[src/common/iprs_pkg.sv]
package iprs_pkg;

    // Port geometry
    localparam int PIN_COUNT  = 8;
    localparam int DM_BITS    = 3;
    localparam int EDGE_BITS  = 2;
    localparam int SEL_BITS   = 2;
    localparam int DSI_SIGS   = 4;
    localparam int EMIF_BITS  = 3;
    localparam int PIN_IDX_W  = 3;

    // Reset values
    localparam logic [7:0]  RST_BYTE  = 8'h00;
    localparam logic [15:0] RST_EDGES = 16'h0000;

    // Port control field positions
    localparam int CTL_EMIF_LSB = 0;
    localparam int CTL_VTRIP_BIT = 3;

    // Field layout shared by the port-wide and per-pin aliases
    localparam int AL_DATA_BIT  = 0;
    localparam int AL_BYP_BIT   = 1;
    localparam int AL_DM_LSB    = 2;
    localparam int AL_SLW_BIT   = 5;
    localparam int AL_BIE_BIT   = 6;
    localparam int AL_INDIS_BIT = 7;

    // Edge type encodings, one field per pin
    localparam logic [1:0] EDGE_OFF  = 2'h0;
    localparam logic [1:0] EDGE_RISE = 2'h1;
    localparam logic [1:0] EDGE_FALL = 2'h2;
    localparam logic [1:0] EDGE_BOTH = 2'h3;

    // Stored registers come first; their enum position is their array index
    localparam int NUM_STORED = 23;

    typedef enum logic [4:0] {
        REG_OUT_DATA, REG_DRIVE0, REG_DRIVE1, REG_DRIVE2, REG_SLEW, REG_BYPASS,
        REG_BIDIR, REG_IN_DIS, REG_MASK, REG_AGLOBAL, REG_AMUXBUS, REG_PORT_CTRL,
        REG_LCD_ROLE, REG_LCD_DRIVE, REG_PAIR_REF, REG_PAIR_BUF, REG_HYST,
        REG_OSEL0, REG_OSEL1, REG_OESEL0, REG_OESEL1, REG_DSYNC_IN, REG_OUT_SYNC,
        REG_PIN_LEVEL, REG_OUT_WIN, REG_LEVEL_WIN, REG_PORT_ALIAS, REG_PIN_ALIAS,
        REG_EDGE_TYPE, REG_IRQ_STATUS, REG_SNAPSHOT
    } iprs_reg_t;

endpackage

[src/hdl/iprs_pin_irq.sv]
`timescale 1ns/100ps
module iprs_pin_irq
    import iprs_pkg::*;
(
    input  wire logic                            clk_sys,
    input  wire logic                            arst_n,
    input  wire logic [iprs_pkg::PIN_COUNT-1:0]  pinLevel,
    input  wire logic [2*iprs_pkg::PIN_COUNT-1:0] edgeType,
    input  wire logic                            statusRead,
    input  wire logic                            wakeIn,
    output logic      [iprs_pkg::PIN_COUNT-1:0]  status,
    output logic      [iprs_pkg::PIN_COUNT-1:0]  snapshot,
    output logic                                 irqReq,
    output logic                                 wakeOut
);
    logic [PIN_COUNT-1:0] prevLevel_ff;   // Last sampled levels
    logic [PIN_COUNT-1:0] status_ff;      // Posted edges
    logic [PIN_COUNT-1:0] snap_ff;        // Levels at last status read
    logic [PIN_COUNT-1:0] nxt_prevLevel;
    logic [PIN_COUNT-1:0] nxt_status;
    logic [PIN_COUNT-1:0] nxt_snap;
    logic [PIN_COUNT-1:0] edgeHit;        // Selected edge seen this cycle

    // Per-pin edge detection
    for (genvar p = 0; p < PIN_COUNT; p++) begin : g_edge
        logic [EDGE_BITS-1:0] kind;
        logic                 rise;
        logic                 fall;
        assign kind = edgeType[p*EDGE_BITS +: EDGE_BITS];
        assign rise = pinLevel[p] & ~prevLevel_ff[p];
        assign fall = ~pinLevel[p] & prevLevel_ff[p];
        assign edgeHit[p] = ((kind == EDGE_RISE) & rise) | ((kind == EDGE_FALL) & fall) |
                            ((kind == EDGE_BOTH) & (rise | fall));
    end

    // Status, snapshot and history next values
    always_comb begin
        nxt_prevLevel = pinLevel;
        nxt_snap      = snap_ff;
        if (statusRead) begin
            // Pending pins drop their events this cycle; idle pins still post
            nxt_status = edgeHit & ~status_ff;
            nxt_snap   = pinLevel;
        end else begin
            nxt_status = status_ff | edgeHit;
        end
    end

    // State registers
    always_ff @(posedge clk_sys or negedge arst_n) begin
        if (!arst_n) begin
            prevLevel_ff <= '0;
            status_ff    <= '0;
            snap_ff      <= '0;
        end else begin
            prevLevel_ff <= nxt_prevLevel;
            status_ff    <= nxt_status;
            snap_ff      <= nxt_snap;
        end
    end

    assign status   = status_ff;
    assign snapshot = snap_ff;
    assign irqReq   = |status_ff;
    assign wakeOut  = wakeIn | (|status_ff);

endmodule // iprs_pin_irq

[src/hdl/iprs_port.sv]
`timescale 1ns/100ps
// Notes on behaviour
// - Pin output follows data register
// - Pin level read ignores data register
// - Three drive registers set pin modes
// - Slew register drives output slew
// - Bypass picks data register or interconnect
// - Bidir bit enables dynamic output enable
// - Input disable overrides drive-mode buffer
// - Mask gates aliased data and levels
// - Windows give masked access for DMA
// - Per-pin analog global and mux connects
// - Port and pin aliases touch fields
// - Control holds memory-if field, threshold
// - LCD role select and pin release
// - Pair reference select, two bits each
// - Pair buffer config and hysteresis enable
// - Two-bit selects for data and enable
// - Optional double sync toward logic
// - Output sync through data register flops
// - Edge type register per pin
// - Status shows posted pin interrupts
// - Snapshot levels on status read
// - Rise, fall or either; no level
// - Edge sets status and requests interrupt
// - Read clears; pending pins blocked meanwhile
module iprs_port
    import iprs_pkg::*;
(
    input  wire logic                                  clk_sys,
    input  wire logic                                  arst_n,
    input  wire logic                                  cfgWrEn,
    input  wire iprs_pkg::iprs_reg_t                   cfgWrSel,
    input  wire logic [iprs_pkg::PIN_IDX_W-1:0]        cfgWrPin,
    input  wire logic [7:0]                            cfgWrData,
    input  wire logic                                  cfgRdEn,
    input  wire iprs_pkg::iprs_reg_t                   cfgRdSel,
    input  wire logic [iprs_pkg::PIN_IDX_W-1:0]        cfgRdPin,
    output logic      [7:0]                            cfgRdData,
    input  wire logic [iprs_pkg::PIN_COUNT-1:0]        padIn,
    output logic      [iprs_pkg::PIN_COUNT-1:0]        padOut,
    output logic      [iprs_pkg::PIN_COUNT-1:0]        padOeN,
    output logic      [iprs_pkg::PIN_COUNT*iprs_pkg::DM_BITS-1:0] padDriveMode,
    output logic      [iprs_pkg::PIN_COUNT-1:0]        padSlew,
    output logic      [iprs_pkg::PIN_COUNT-1:0]        padInBufEn,
    output logic      [iprs_pkg::PIN_COUNT-1:0]        analogGlobalConnect,
    output logic      [iprs_pkg::PIN_COUNT-1:0]        analogMuxConnect,
    output logic      [iprs_pkg::EMIF_BITS-1:0]        extMemoryIfConfig,
    output logic                                       inputThresholdSel,
    output logic      [iprs_pkg::PIN_COUNT-1:0]        lcdCommonSegmentSelect,
    output logic      [iprs_pkg::PIN_COUNT-1:0]        lcdDriveEnable,
    output logic      [7:0]                            pairReferenceSelect,
    output logic      [7:0]                            pairBufferConfig,
    output logic      [7:0]                            diffHysteresisEnable,
    input  wire logic [iprs_pkg::DSI_SIGS-1:0]         dsiDataIn,
    input  wire logic [iprs_pkg::DSI_SIGS-1:0]         dsiOeIn,
    output logic      [iprs_pkg::PIN_COUNT-1:0]        dsiPinData,
    input  wire logic                                  wakeIn,
    output logic                                       wakeOut,
    output logic                                       irqReq
);
    // Register array indices
    localparam int IX_DATA  = int'(REG_OUT_DATA);
    localparam int IX_DM0   = int'(REG_DRIVE0);
    localparam int IX_DM1   = int'(REG_DRIVE1);
    localparam int IX_DM2   = int'(REG_DRIVE2);
    localparam int IX_SLW   = int'(REG_SLEW);
    localparam int IX_BYP   = int'(REG_BYPASS);
    localparam int IX_BIE   = int'(REG_BIDIR);
    localparam int IX_INDIS = int'(REG_IN_DIS);
    localparam int IX_MASK  = int'(REG_MASK);
    localparam int IX_AG    = int'(REG_AGLOBAL);
    localparam int IX_AMX   = int'(REG_AMUXBUS);
    localparam int IX_CTL   = int'(REG_PORT_CTRL);
    localparam int IX_LROLE = int'(REG_LCD_ROLE);
    localparam int IX_LEN   = int'(REG_LCD_DRIVE);
    localparam int IX_PREF  = int'(REG_PAIR_REF);
    localparam int IX_PBUF  = int'(REG_PAIR_BUF);
    localparam int IX_HYST  = int'(REG_HYST);
    localparam int IX_OS0   = int'(REG_OSEL0);
    localparam int IX_OS1   = int'(REG_OSEL1);
    localparam int IX_OE0   = int'(REG_OESEL0);
    localparam int IX_OE1   = int'(REG_OESEL1);
    localparam int IX_DSYN  = int'(REG_DSYNC_IN);
    localparam int IX_OSYN  = int'(REG_OUT_SYNC);

    logic [7:0]                 cfg_ff [NUM_STORED];    // Functional registers
    logic [7:0]                 nxt_cfg [NUM_STORED];
    logic [2*PIN_COUNT-1:0]     edgeType_ff;            // Per-pin edge kinds
    logic [2*PIN_COUNT-1:0]     nxt_edgeType;
    logic [7:0]                 rdData_ff;              // Read data holding
    logic [7:0]                 nxt_rdData;
    logic [PIN_COUNT-1:0]       padOut_ff;              // Registered pad data
    logic [PIN_COUNT-1:0]       padOeN_ff;              // Registered pad enable
    logic [PIN_COUNT-1:0]       nxt_padOut;
    logic [PIN_COUNT-1:0]       nxt_padOeN;
    logic [PIN_COUNT-1:0]       intercOut;              // Selected array data
    logic [PIN_COUNT-1:0]       intercOe;               // Selected array enable
    logic [PIN_COUNT-1:0]       syncedIn;               // Double-synced pins
    logic [PIN_COUNT-1:0]       irqStatus;
    logic [PIN_COUNT-1:0]       irqSnap;
    logic                       statusRead;
    logic [7:0]                 pinView [PIN_COUNT];    // Per-pin alias view

    // Per-pin interconnect selection and alias view
    for (genvar p = 0; p < PIN_COUNT; p++) begin : g_pin
        logic [SEL_BITS-1:0] outSel;
        logic [SEL_BITS-1:0] oeSel;
        assign outSel       = {cfg_ff[IX_OS1][p], cfg_ff[IX_OS0][p]};
        assign oeSel        = {cfg_ff[IX_OE1][p], cfg_ff[IX_OE0][p]};
        assign intercOut[p] = dsiDataIn[outSel];
        assign intercOe[p]  = dsiOeIn[oeSel];
        // Field gather for pin alias reads
        always_comb begin
            pinView[p]                                = '0;
            pinView[p][AL_DATA_BIT]                   = cfg_ff[IX_DATA][p];
            pinView[p][AL_BYP_BIT]                    = cfg_ff[IX_BYP][p];
            pinView[p][AL_DM_LSB +: DM_BITS]          = {cfg_ff[IX_DM2][p], cfg_ff[IX_DM1][p], cfg_ff[IX_DM0][p]};
            pinView[p][AL_SLW_BIT]                    = cfg_ff[IX_SLW][p];
            pinView[p][AL_BIE_BIT]                    = cfg_ff[IX_BIE][p];
            pinView[p][AL_INDIS_BIT]                  = cfg_ff[IX_INDIS][p];
        end
        assign padDriveMode[p*DM_BITS +: DM_BITS] = {cfg_ff[IX_DM2][p], cfg_ff[IX_DM1][p], cfg_ff[IX_DM0][p]};
        assign padInBufEn[p] = (padDriveMode[p*DM_BITS +: DM_BITS] != '0) & ~cfg_ff[IX_INDIS][p];
    end

    iprs_sync2 #(
        .WIDTH (PIN_COUNT)
    ) u_in_sync (
        .clk_sys (clk_sys),
        .arst_n  (arst_n),
        .dataIn  (padIn),
        .dataOut (syncedIn)
    );
    assign dsiPinData = (syncedIn & cfg_ff[IX_DSYN]) | (padIn & ~cfg_ff[IX_DSYN]);

    // Pin interrupt unit
    assign statusRead = cfgRdEn && (cfgRdSel == REG_IRQ_STATUS);
    iprs_pin_irq u_pin_irq (
        .clk_sys    (clk_sys),
        .arst_n     (arst_n),
        .pinLevel   (padIn),
        .edgeType   (edgeType_ff),
        .statusRead (statusRead),
        .wakeIn     (wakeIn),
        .status     (irqStatus),
        .snapshot   (irqSnap),
        .irqReq     (irqReq),
        .wakeOut    (wakeOut)
    );

    // Register next values: software writes, aliases, output sync
    always_comb begin
        nxt_cfg      = cfg_ff;
        nxt_edgeType = edgeType_ff;
        if (cfgWrEn) begin
            if (cfgWrSel == REG_OUT_WIN) begin
                nxt_cfg[IX_DATA] = (cfg_ff[IX_DATA] & ~cfg_ff[IX_MASK]) | (cfgWrData & cfg_ff[IX_MASK]);
            end else if ((cfgWrSel == REG_PORT_ALIAS) || (cfgWrSel == REG_PIN_ALIAS)) begin
                for (int p = 0; p < PIN_COUNT; p++) begin
                    if ((cfgWrSel == REG_PORT_ALIAS) || (PIN_IDX_W'(p) == cfgWrPin)) begin
                        nxt_cfg[IX_DATA][p]  = cfgWrData[AL_DATA_BIT];
                        nxt_cfg[IX_BYP][p]   = cfgWrData[AL_BYP_BIT];
                        nxt_cfg[IX_DM0][p]   = cfgWrData[AL_DM_LSB];
                        nxt_cfg[IX_DM1][p]   = cfgWrData[AL_DM_LSB + 1];
                        nxt_cfg[IX_DM2][p]   = cfgWrData[AL_DM_LSB + 2];
                        nxt_cfg[IX_SLW][p]   = cfgWrData[AL_SLW_BIT];
                        nxt_cfg[IX_BIE][p]   = cfgWrData[AL_BIE_BIT];
                        nxt_cfg[IX_INDIS][p] = cfgWrData[AL_INDIS_BIT];
                    end
                end
            end else if (cfgWrSel == REG_EDGE_TYPE) begin
                nxt_edgeType[cfgWrPin*EDGE_BITS +: EDGE_BITS] = cfgWrData[EDGE_BITS-1:0];
            end else if (int'(cfgWrSel) < NUM_STORED) begin
                nxt_cfg[int'(cfgWrSel)] = cfgWrData;
            end
        end
        // Sync through data flops
        // Hardware capture wins over a software write on bypassed synced pins
        for (int p = 0; p < PIN_COUNT; p++) begin
            if (cfg_ff[IX_BYP][p] && cfg_ff[IX_OSYN][p]) begin
                nxt_cfg[IX_DATA][p] = intercOut[p];
            end
        end
    end

    // Pad drive next values
    always_comb begin
        for (int p = 0; p < PIN_COUNT; p++) begin
            if (!cfg_ff[IX_BYP][p]) begin
                nxt_padOut[p] = cfg_ff[IX_DATA][p];
            end else if (cfg_ff[IX_OSYN][p]) begin
                nxt_padOut[p] = cfg_ff[IX_DATA][p];
            end else begin
                nxt_padOut[p] = intercOut[p];
            end
            nxt_padOeN[p] = cfg_ff[IX_LEN][p] | (cfg_ff[IX_BIE][p] & ~intercOe[p]);
        end
    end

    // Read data selection; taken one cycle after the request
    always_comb begin
        nxt_rdData = rdData_ff;
        if (cfgRdEn) begin
            if (cfgRdSel == REG_PIN_LEVEL) begin
                nxt_rdData = padIn;
            end else if (cfgRdSel == REG_OUT_WIN) begin
                nxt_rdData = cfg_ff[IX_DATA] & cfg_ff[IX_MASK];
            end else if (cfgRdSel == REG_LEVEL_WIN) begin
                nxt_rdData = padIn & cfg_ff[IX_MASK];
            end else if (cfgRdSel == REG_PORT_ALIAS) begin
                // Port view shows pin zero fields
                nxt_rdData = pinView[0];
            end else if (cfgRdSel == REG_PIN_ALIAS) begin
                nxt_rdData = pinView[cfgRdPin];
            end else if (cfgRdSel == REG_EDGE_TYPE) begin
                nxt_rdData = 8'(edgeType_ff[cfgRdPin*EDGE_BITS +: EDGE_BITS]);
            end else if (cfgRdSel == REG_IRQ_STATUS) begin
                nxt_rdData = irqStatus;
            end else if (cfgRdSel == REG_SNAPSHOT) begin
                nxt_rdData = irqSnap;
            end else if (int'(cfgRdSel) < NUM_STORED) begin
                nxt_rdData = cfg_ff[int'(cfgRdSel)];
            end else begin
                nxt_rdData = RST_BYTE;
            end
        end
    end

    // All state registers
    always_ff @(posedge clk_sys or negedge arst_n) begin
        if (!arst_n) begin
            for (int i = 0; i < NUM_STORED; i++) begin
                cfg_ff[i] <= RST_BYTE;
            end
            edgeType_ff <= RST_EDGES;
            rdData_ff   <= RST_BYTE;
            padOut_ff   <= '0;
            padOeN_ff   <= '1;
        end else begin
            cfg_ff      <= nxt_cfg;
            edgeType_ff <= nxt_edgeType;
            rdData_ff   <= nxt_rdData;
            padOut_ff   <= nxt_padOut;
            padOeN_ff   <= nxt_padOeN;
        end
    end

    // Register-driven outputs
    assign cfgRdData              = rdData_ff;
    assign padOut                 = padOut_ff;
    assign padOeN                 = padOeN_ff;
    assign padSlew                = cfg_ff[IX_SLW];
    assign analogGlobalConnect    = cfg_ff[IX_AG];
    assign analogMuxConnect       = cfg_ff[IX_AMX];
    assign extMemoryIfConfig      = cfg_ff[IX_CTL][CTL_EMIF_LSB +: EMIF_BITS];
    assign inputThresholdSel      = cfg_ff[IX_CTL][CTL_VTRIP_BIT];
    assign lcdCommonSegmentSelect = cfg_ff[IX_LROLE] & cfg_ff[IX_LEN];
    assign lcdDriveEnable         = cfg_ff[IX_LEN];
    assign pairReferenceSelect    = cfg_ff[IX_PREF];
    assign pairBufferConfig       = cfg_ff[IX_PBUF];
    assign diffHysteresisEnable   = cfg_ff[IX_HYST];

endmodule // iprs_port

[src/hdl/iprs_sync2.sv]
`timescale 1ns/100ps
module iprs_sync2 #(
    parameter int WIDTH = 8
) (
    input  wire logic             clk_sys,
    input  wire logic             arst_n,
    input  wire logic [WIDTH-1:0] dataIn,
    output logic      [WIDTH-1:0] dataOut
);
    logic [WIDTH-1:0] stage1_ff;      // First stage, read by second only
    logic [WIDTH-1:0] stage2_ff;      // Settled copy
    logic [WIDTH-1:0] nxt_stage1;
    logic [WIDTH-1:0] nxt_stage2;

    // Next values of both stages
    always_comb begin
        nxt_stage1 = dataIn;
        nxt_stage2 = stage1_ff;
    end

    // Stage registers
    always_ff @(posedge clk_sys or negedge arst_n) begin
        if (!arst_n) begin
            stage1_ff <= '0;
            stage2_ff <= '0;
        end else begin
            stage1_ff <= nxt_stage1;
            stage2_ff <= nxt_stage2;
        end
    end

    assign dataOut = stage2_ff;

endmodule // iprs_sync2

[config.mk]
export PLATFORM = sky130hd
export DESIGN_NAME = iprs_port
export DESIGN_NICKNAME = d
export VERILOG_FILES = /design/src/common/iprs_pkg.sv /design/src/hdl/iprs_pin_irq.sv /design/src/hdl/iprs_port.sv /design/src/hdl/iprs_sync2.sv
export SDC_FILE = /design/constraint.sdc
export NUM_CORES = 1
export LEC_CHECK = 0
export ABC_AREA = 1
export BUFFER_PORTS_ARGS = -buffer_cell sky130_fd_sc_hd__buf_2
export CAP_MARGIN = 15
export CORE_MARGIN = 1
export CORE_UTILIZATION = 50
export CTS_CLUSTER_SIZE = 8
export DETAILED_ROUTE_END_ITERATION = 10
export PLACE_DENSITY_LB_ADDON = 0.15
export SLEW_MARGIN = 20
export SYNTH_ARGS = -nofsm -noshare
export SYNTH_HDL_FRONTEND = slang
export SYNTH_HIERARCHICAL = 1
export SYNTH_SLANG_ARGS = --single-unit
[constraint.sdc]
create_clock -name clk_sys -period 1.3 [get_ports clk_sys]
set_clock_uncertainty 0.1 [all_clocks]
set_input_delay 0.13 -clock clk_sys [delete_from_list [all_inputs] [get_ports clk_sys]]
set_output_delay 0.13 -clock clk_sys [all_outputs]
set_load 0.005 [all_outputs]
Yosys cells after proc, flatten, opt, wreduce, memory -nomap -nowiden
Cells that the tools add are included.
{"block": "word_totals", "register_bits": 256, "latchBits": 0, "mem_bits_rw": 0, "rom_bits": 0, "input_bits": 45, "output_inout_bits": 134, "wordCells": 533, "mem_count": 0}
{"block": "op_classes", "addsub": 1, "n_mul": 0, "div_mod_pow": 0, "magnitude_cmp": 22, "eq_ne": 68, "shift": 3, "muxes": 147, "bitwise": 141, "reduce_logical": 64}
{"cell": "$mux W184", "n": 3}
{"cell": "$bwmux W184", "n": 1}
{"cell": "$mux W176", "n": 1}
{"cell": "$mux W8", "n": 16}
{"cell": "$mux W120", "n": 1}
{"cell": "$mux W1", "n": 104}
{"cell": "$and A8 B8 Y8", "n": 8}
{"cell": "$ge A32 B6 Y1 const B", "n": 2}
{"cell": "$mux W64", "n": 1}
{"cell": "$not A5 Y32", "n": 2}
{"cell": "$eq A5 B5 Y1 const B", "n": 12}
{"cell": "$and A1 B1 Y1", "n": 56}
{"cell": "$lt A2 B3 Y1 const B", "n": 16}
{"cell": "$reduce_and A5 Y1", "n": 9}
{"cell": "$bmux W8 S5", "n": 1}
{"cell": "$demux W8 S5", "n": 1}
{"cell": "$reduce_and A4 Y1", "n": 9}
{"cell": "$not A1 Y1", "n": 35}
{"cell": "$neg A4 Y34", "n": 1}
{"cell": "$shift A2 B34 Y16 const A", "n": 1}
{"cell": "$shiftx A2 B34 Y16", "n": 1}
{"cell": "$or A1 B1 Y1", "n": 33}
{"cell": "$bmux W1 S2", "n": 16}
{"cell": "$eq A2 B2 Y1 const B", "n": 16}
{"cell": "24 further kinds", "n": 100}

Depth between registers and ports, before layout
{"block": "depth", "ltp_word": 13, "depth_mapped": 18, "mapped_depth_nobuf": 17}

Modules after synthesis
Netlist, hierarchy kept.
{"module": "iprs_port", "n_inst": 1, "cells_per_inst": 2011, "area_per_inst_um2": 13930.9, "seq_area_each_um2": 5615.4}
{"module": "iprs_pin_irq", "n_inst": 1, "cells_per_inst": 157, "area_per_inst_um2": 1295.0, "seq_area_each_um2": 600.6}
{"module": "iprs_sync2", "n_inst": 1, "cells_per_inst": 16, "area_per_inst_um2": 400.4, "seq_area_each_um2": 400.4}

Worst setup path before layout
No wires, ideal clock.
{"block": "synth_path", "path_kind": "input port to flip-flop", "startpoint": "input port cfgRdPin[0] in the netlist's numbering", "endpoint": "register rdData_ff[5] (netlist: cfgRdData[5])", "setup_ns": 0.116, "arrival_ns": 1.437, "required_time_ns": 1.084, "setup_slack_ns": -0.353, "stages": 10, "path_buffers": 2, "cell_sequence": "clkbuf_1 > clkinv_1 > clkbuf_1 > o21ai_0 > a21oi_1 > o21a_1 > nor2_1 > nand4_1 > nand2_1 > nand2_1"}
{"block": "synth_between", "elab_chain_len": 9}
{"element": "start, declared", "line": "iprs_port.sv:38", "source": "input wire logic [iprs_pkg::PIN_IDX_W-1:0] cfgRdPin,"}
{"element": "$not A3 Y4 (not written as such)", "line": "iprs_port.sv:215", "source": "nxt_rdData = pinView[cfgRdPin];"}
{"element": "$bmux W8 S3", "line": "iprs_port.sv:215"}
{"element": "$mux W8 (not written as such) (2 in series)", "line": "iprs_port.sv:215"}
{"element": "$mux W8", "line": "iprs_port.sv:214", "source": "end else if (cfgRdSel == REG_PIN_ALIAS) begin"}
{"element": "$mux W8", "line": "iprs_port.sv:211", "source": "end else if (cfgRdSel == REG_PORT_ALIAS) begin"}
{"element": "$mux W8", "line": "iprs_port.sv:209", "source": "end else if (cfgRdSel == REG_LEVEL_WIN) begin"}
{"element": "$mux W8", "line": "iprs_port.sv:207", "source": "end else if (cfgRdSel == REG_OUT_WIN) begin"}
{"element": "$mux W8", "line": "iprs_port.sv:205", "source": "if (cfgRdSel == REG_PIN_LEVEL) begin"}
{"element": "end signal, assigned", "line": "iprs_port.sv:243", "source": "rdData_ff <= nxt_rdData;"}
{"element": "end, declared", "line": "iprs_port.sv:91", "source": "logic [7:0] rdData_ff;"}
Every way passes these cells. The select of a mux whose other input is x is not followed.
A chain may end at the register's enable or synchronous reset.

Worst setup path in the final report
{"block": "layout_path", "startpoint": "register cfg_ff (netlist bit lcdDriveEnable[6])", "endpoint": "register rdData_ff[6] (netlist: cfgRdData[6])"}
{"block": "layout_between", "elab_chain_len": 12}
{"element": "start, declared", "line": "iprs_port.sv:87", "source": "logic [7:0] cfg_ff [NUM_STORED];"}
{"element": "start signal, assigned", "line": "iprs_port.sv:241", "source": "cfg_ff <= nxt_cfg;"}
{"element": "$bmux W8 S5", "line": "iprs_port.sv:223", "source": "nxt_rdData = cfg_ff[int'(cfgRdSel)];"}
{"element": "$mux W8 (not written as such) (2 in series)", "line": "iprs_port.sv:223"}
{"element": "$mux W8", "line": "iprs_port.sv:222", "source": "end else if (int'(cfgRdSel) < NUM_STORED) begin"}
{"element": "$mux W8", "line": "iprs_port.sv:220", "source": "end else if (cfgRdSel == REG_SNAPSHOT) begin"}
{"element": "$mux W8", "line": "iprs_port.sv:218", "source": "end else if (cfgRdSel == REG_IRQ_STATUS) begin"}
{"element": "$mux W8", "line": "iprs_port.sv:216", "source": "end else if (cfgRdSel == REG_EDGE_TYPE) begin"}
{"element": "$mux W8", "line": "iprs_port.sv:214"}
{"element": "$mux W8", "line": "iprs_port.sv:211"}
{"element": "$mux W8", "line": "iprs_port.sv:209"}
{"element": "$mux W8", "line": "iprs_port.sv:207"}
{"element": "$mux W8", "line": "iprs_port.sv:205"}
Every way passes these cells. The select of a mux whose other input is x is not followed.

==> results.md <==
* Hold Slack at -0.00121 ns
* Clk slew on worst S/H paths at 0.06 ns
* Worst Hold Class: in2reg
* Crit path launch type: flop
* NetSw at 0.0128 W
* Flop pwr share at 32.7%
* Total grt overflow at 0
* Maximum Capacitance Violations at 0
* Global-route wire length before repair at 111000 um
* CP Capture Type: flop
* Critical path class: reg2reg
* Final Critical Period at 2.22 ns
* Synthesis-stage register bit count at 264
* Per-cell routed wire length at 25.5 um
* Power Density at 1390 nW/um^2
* Largest net degree at the start of global routing at 52
* Total nets after synthesis at 2251
* Non-filler cells, final at 3253
* Core ar. at 30700 um^2
* Distinct cells, synth at 44
* Worst setup margin at -0.919 ns
* Initial Utilization at 51.0%
* Synthesized cell area at 15600 um^2
* Slew Limit Fails at 0
* Clk sink count at 264
* Row cnt at 64
* Switch share at 37.0%
* RSZ-0062 raised after global routing: yes
* Fill count at 1881
* Pwr Total at 0.0347 W
* Via count at 19903
* Most common flop cell mapped by yosys: dfrtp_1
* Final setup viols at 308
* Leak Pwr at 12.2 nW
* YS warnings at 6
* Pint at 0.0219 W
* DR vias/cell at 6.12
* Clock root buffer: clkbuf_16
* ANT nets after route at 0
* Initial antenna violation count at 5
* CTS buffer count at 39
* Clk network pwr share at 27.6%
* Comb power frac at 39.7%
* Port Buf Inserts at 178
* CTS tree: done
* Critical Path RT at 1.62 ns
* Layout Area Growth over Synthesis at 59.9%
* Nets@finish at 2910
* Setup_tns at -43.15 ns
* Clock Latency Late Sink at 0.56 ns
* VDD IR max at 0.00137 V
* Crit Path Max Fanout at 3
* EDFF count, synth at 0
* Die H at 179 um
* H-tree levels at 2
* Die width at 179 um
* Commonest non-fill, non-tap cell in the layout: nand2_1
* TritonRoute pass-1 iters at 6
* Final Hold Fails at 1
* Avg Cell Area, Syn at 7.15 um^2
* Placed cell count at 3075
* Tcrit/Tclk final at 171%
* Async SR Flop Fraction at 100%
* Final wirelength at 83000 um
* DRC viols at 0
* Register area share after synthesis at 42.3%
* GRT Total Usage at 47.1%
* Crit path arrival time at 2.54 ns
* Worst-Margin Slew at 0.633 ns
* Syn Inst Count at 2184
* Most frequent cells in the layout: 409 x nand2_1, 393 x buf_4, 252 x dfrtp_1
* IO Count at 179
* Slew HR at 57.8%
* Initial DRC count at 2830
* Clk buf depth at 3
* Max Fclk at 451 MHz
* Share of cells above drive strength 1 at 44.6%
* Status: finished with violations
* GP Congestion at 1.01
* Number of global-route vias before repair at 18855
* Detail Placement HPWL at 52900 um
* Die area at 32000 um^2
* Failing checks: negative hold slack, negative setup slack
-- kinds of logic (layout without fill, tap and decap cells) --
family	Yosys count	in the layout	synth area share, %
flip-flops	264	264	42.3
AO/OA/AOI/OAI	522	522	18.1
multiplexers	10	10	0.705
buffers and inverters	421	1092	12.4
AND/OR/NAND/NOR	945	945	24.6
adder cells (fa/ha/maj)	22	22	1.76
other	0	2	0
-- stage by stage --
step,instance area [um^2],setup WS [ns],hold slack [ns],util [%]
6_report,25000,-0.919,-0.00121,81.5
5_1_grt,25000,-0.983,0.0264,81.5
4_1_cts,23700,-0.612,0.0118,77.4
3_5_place_dp,20400,-0.943,-0.0563,66.7
3_3_place_gp,20400,-0.902,-0.0518,66.7
2_1_floorplan,16100,-0.248,-0.266,-
-- Yosys cell counts, types with 3 or more instances --
master | instances | area share [%]
a21oi_1 | 166 | 5.3
nand4_1 | 18 | 0.72
inv_2 | 12 | 0.29
nor2_2 | 15 | 0.60
a31oi_1 | 33 | 1.3
ha_1 | 22 | 1.8
clkbuf_1 | 46 | 1.1
dfstp_2 | 8 | 1.3
o21ai_0 | 262 | 8.4
buf_6 | 3 | 0.22
nor2_1 | 258 | 6.2
buf_4 | 83 | 4.0
nand3_1 | 100 | 3.2
o211ai_1 | 12 | 0.58
dfrtp_1 | 256 | 41
o21a_1 | 3 | 0.14
clkinv_1 | 7 | 0.17
o2111ai_1 | 8 | 0.45
nand2_1 | 535 | 13
buf_2 | 23 | 0.74
nor3_1 | 3 | 0.096
buf_1 | 4 | 0.096
mux2_1 | 6 | 0.43
a32o_1 | 6 | 0.38
nand2_2 | 4 | 0.16
a211oi_1 | 8 | 0.38
nor2_4 | 5 | 0.36
o21ai_1 | 13 | 0.42
inv_1 | 243 | 5.8
-- area by class of cell --
type                    instances  area [um^2]  share of cell area, %
well taps                     396          495                   1.98
flip-flops and latches        264         6620                   26.5
clock inverters                 4         63.8                  0.255
clock buffers                  49         1010                   4.06
inverters                     262         1100                   4.41
repair buffers                775         6920                   27.7
diodes                          2         5.00                 0.0200
repair inverters                2         15.0                 0.0601
multi-input cells            1499         8750                   35.0
-- worst max-delay path: stages (launching register included) --
cell     delay [ns]
dfrtp_1        0.40
inv_2          0.09
nor2_1         0.08
nor2_2         0.30
nand2_1        0.17
nand2_1        0.09
nand2_1        0.05
inv_1          0.06
nand2_1        0.07
nand2_2        0.10
nand4_1        0.10
nor2_2         0.15
nand4_1        0.14
nand2_1        0.11
nand2_1        0.05
-- final timing paths --
kind	startpoint	endpoint	slack, ns	cells after the start
min	padIn[0]	cfgRdData[0]	-0.001	5
min reg2reg	u_in_sync/nxt_stage2[7]	u_in_sync/dataOut[7]	0.25	0
min in group asynchronous	arst_n	padOeN[4]	0.25	2
max	lcdDriveEnable[6]	cfgRdData[6]	-0.92	14
max in group asynchronous	arst_n	cfg_ff[86]	0.14	3
max reg2reg	lcdDriveEnable[6]	cfgRdData[6]	-0.92	14
-- flip-flops by register name (all words and copies together), names as in the netlist --
signal / flops
analogGlobalConnect: 8
analogMuxConnect: 8
lcdDriveEnable: 8
u_pin_irq/status: 8
padSlew: 8
pairReferenceSelect: 8
padDriveMode: 24
cfgRdData: 8
padOeN: 8
pairBufferConfig: 8
edgeType_ff: 16
diffHysteresisEnable: 8
padOut: 8
u_in_sync/dataOut: 8
cfg_ff: 100
inputThresholdSel: 1
u_in_sync/nxt_stage2: 8
u_pin_irq/snapshot: 8
u_pin_irq/prevLevel_ff: 8
extMemoryIfConfig: 3
-- power by group through the flow --
stage                     Sequential [W]  Combinational [W]  Clock (W)
after floorplan                   0.0109            0.00446          0
after global placement            0.0110            0.00937          0
after detailed placement          0.0111            0.00954          0
after CTS                         0.0111             0.0117    0.00932
after global routing              0.0114             0.0144    0.00982
final                             0.0113             0.0138    0.00958
-- timing repair --
action / in CTS / in global routing
resized for setup: 456 / 302
cloned: 3 / 3
buffers inserted: 78 / 57
endpoints found under the setup margin: 271 / 368
pin swaps: 103 / 99
hold buffers: 22 / 0
endpoints found under the hold margin: 337 / 0
-- metal layers --
| layer | share of wire [%] | global-route usage [%] |
|---|---|---|
| met3 | 13 | 10.5 |
| met5 | 0.055 | 0 |
| met4 | 8.6 | 29.9 |
| met2 | 43 | 73.7 |
| met1 | 35 | 58.6 |
No activity file was read; power rests on OpenSTA's default activity.
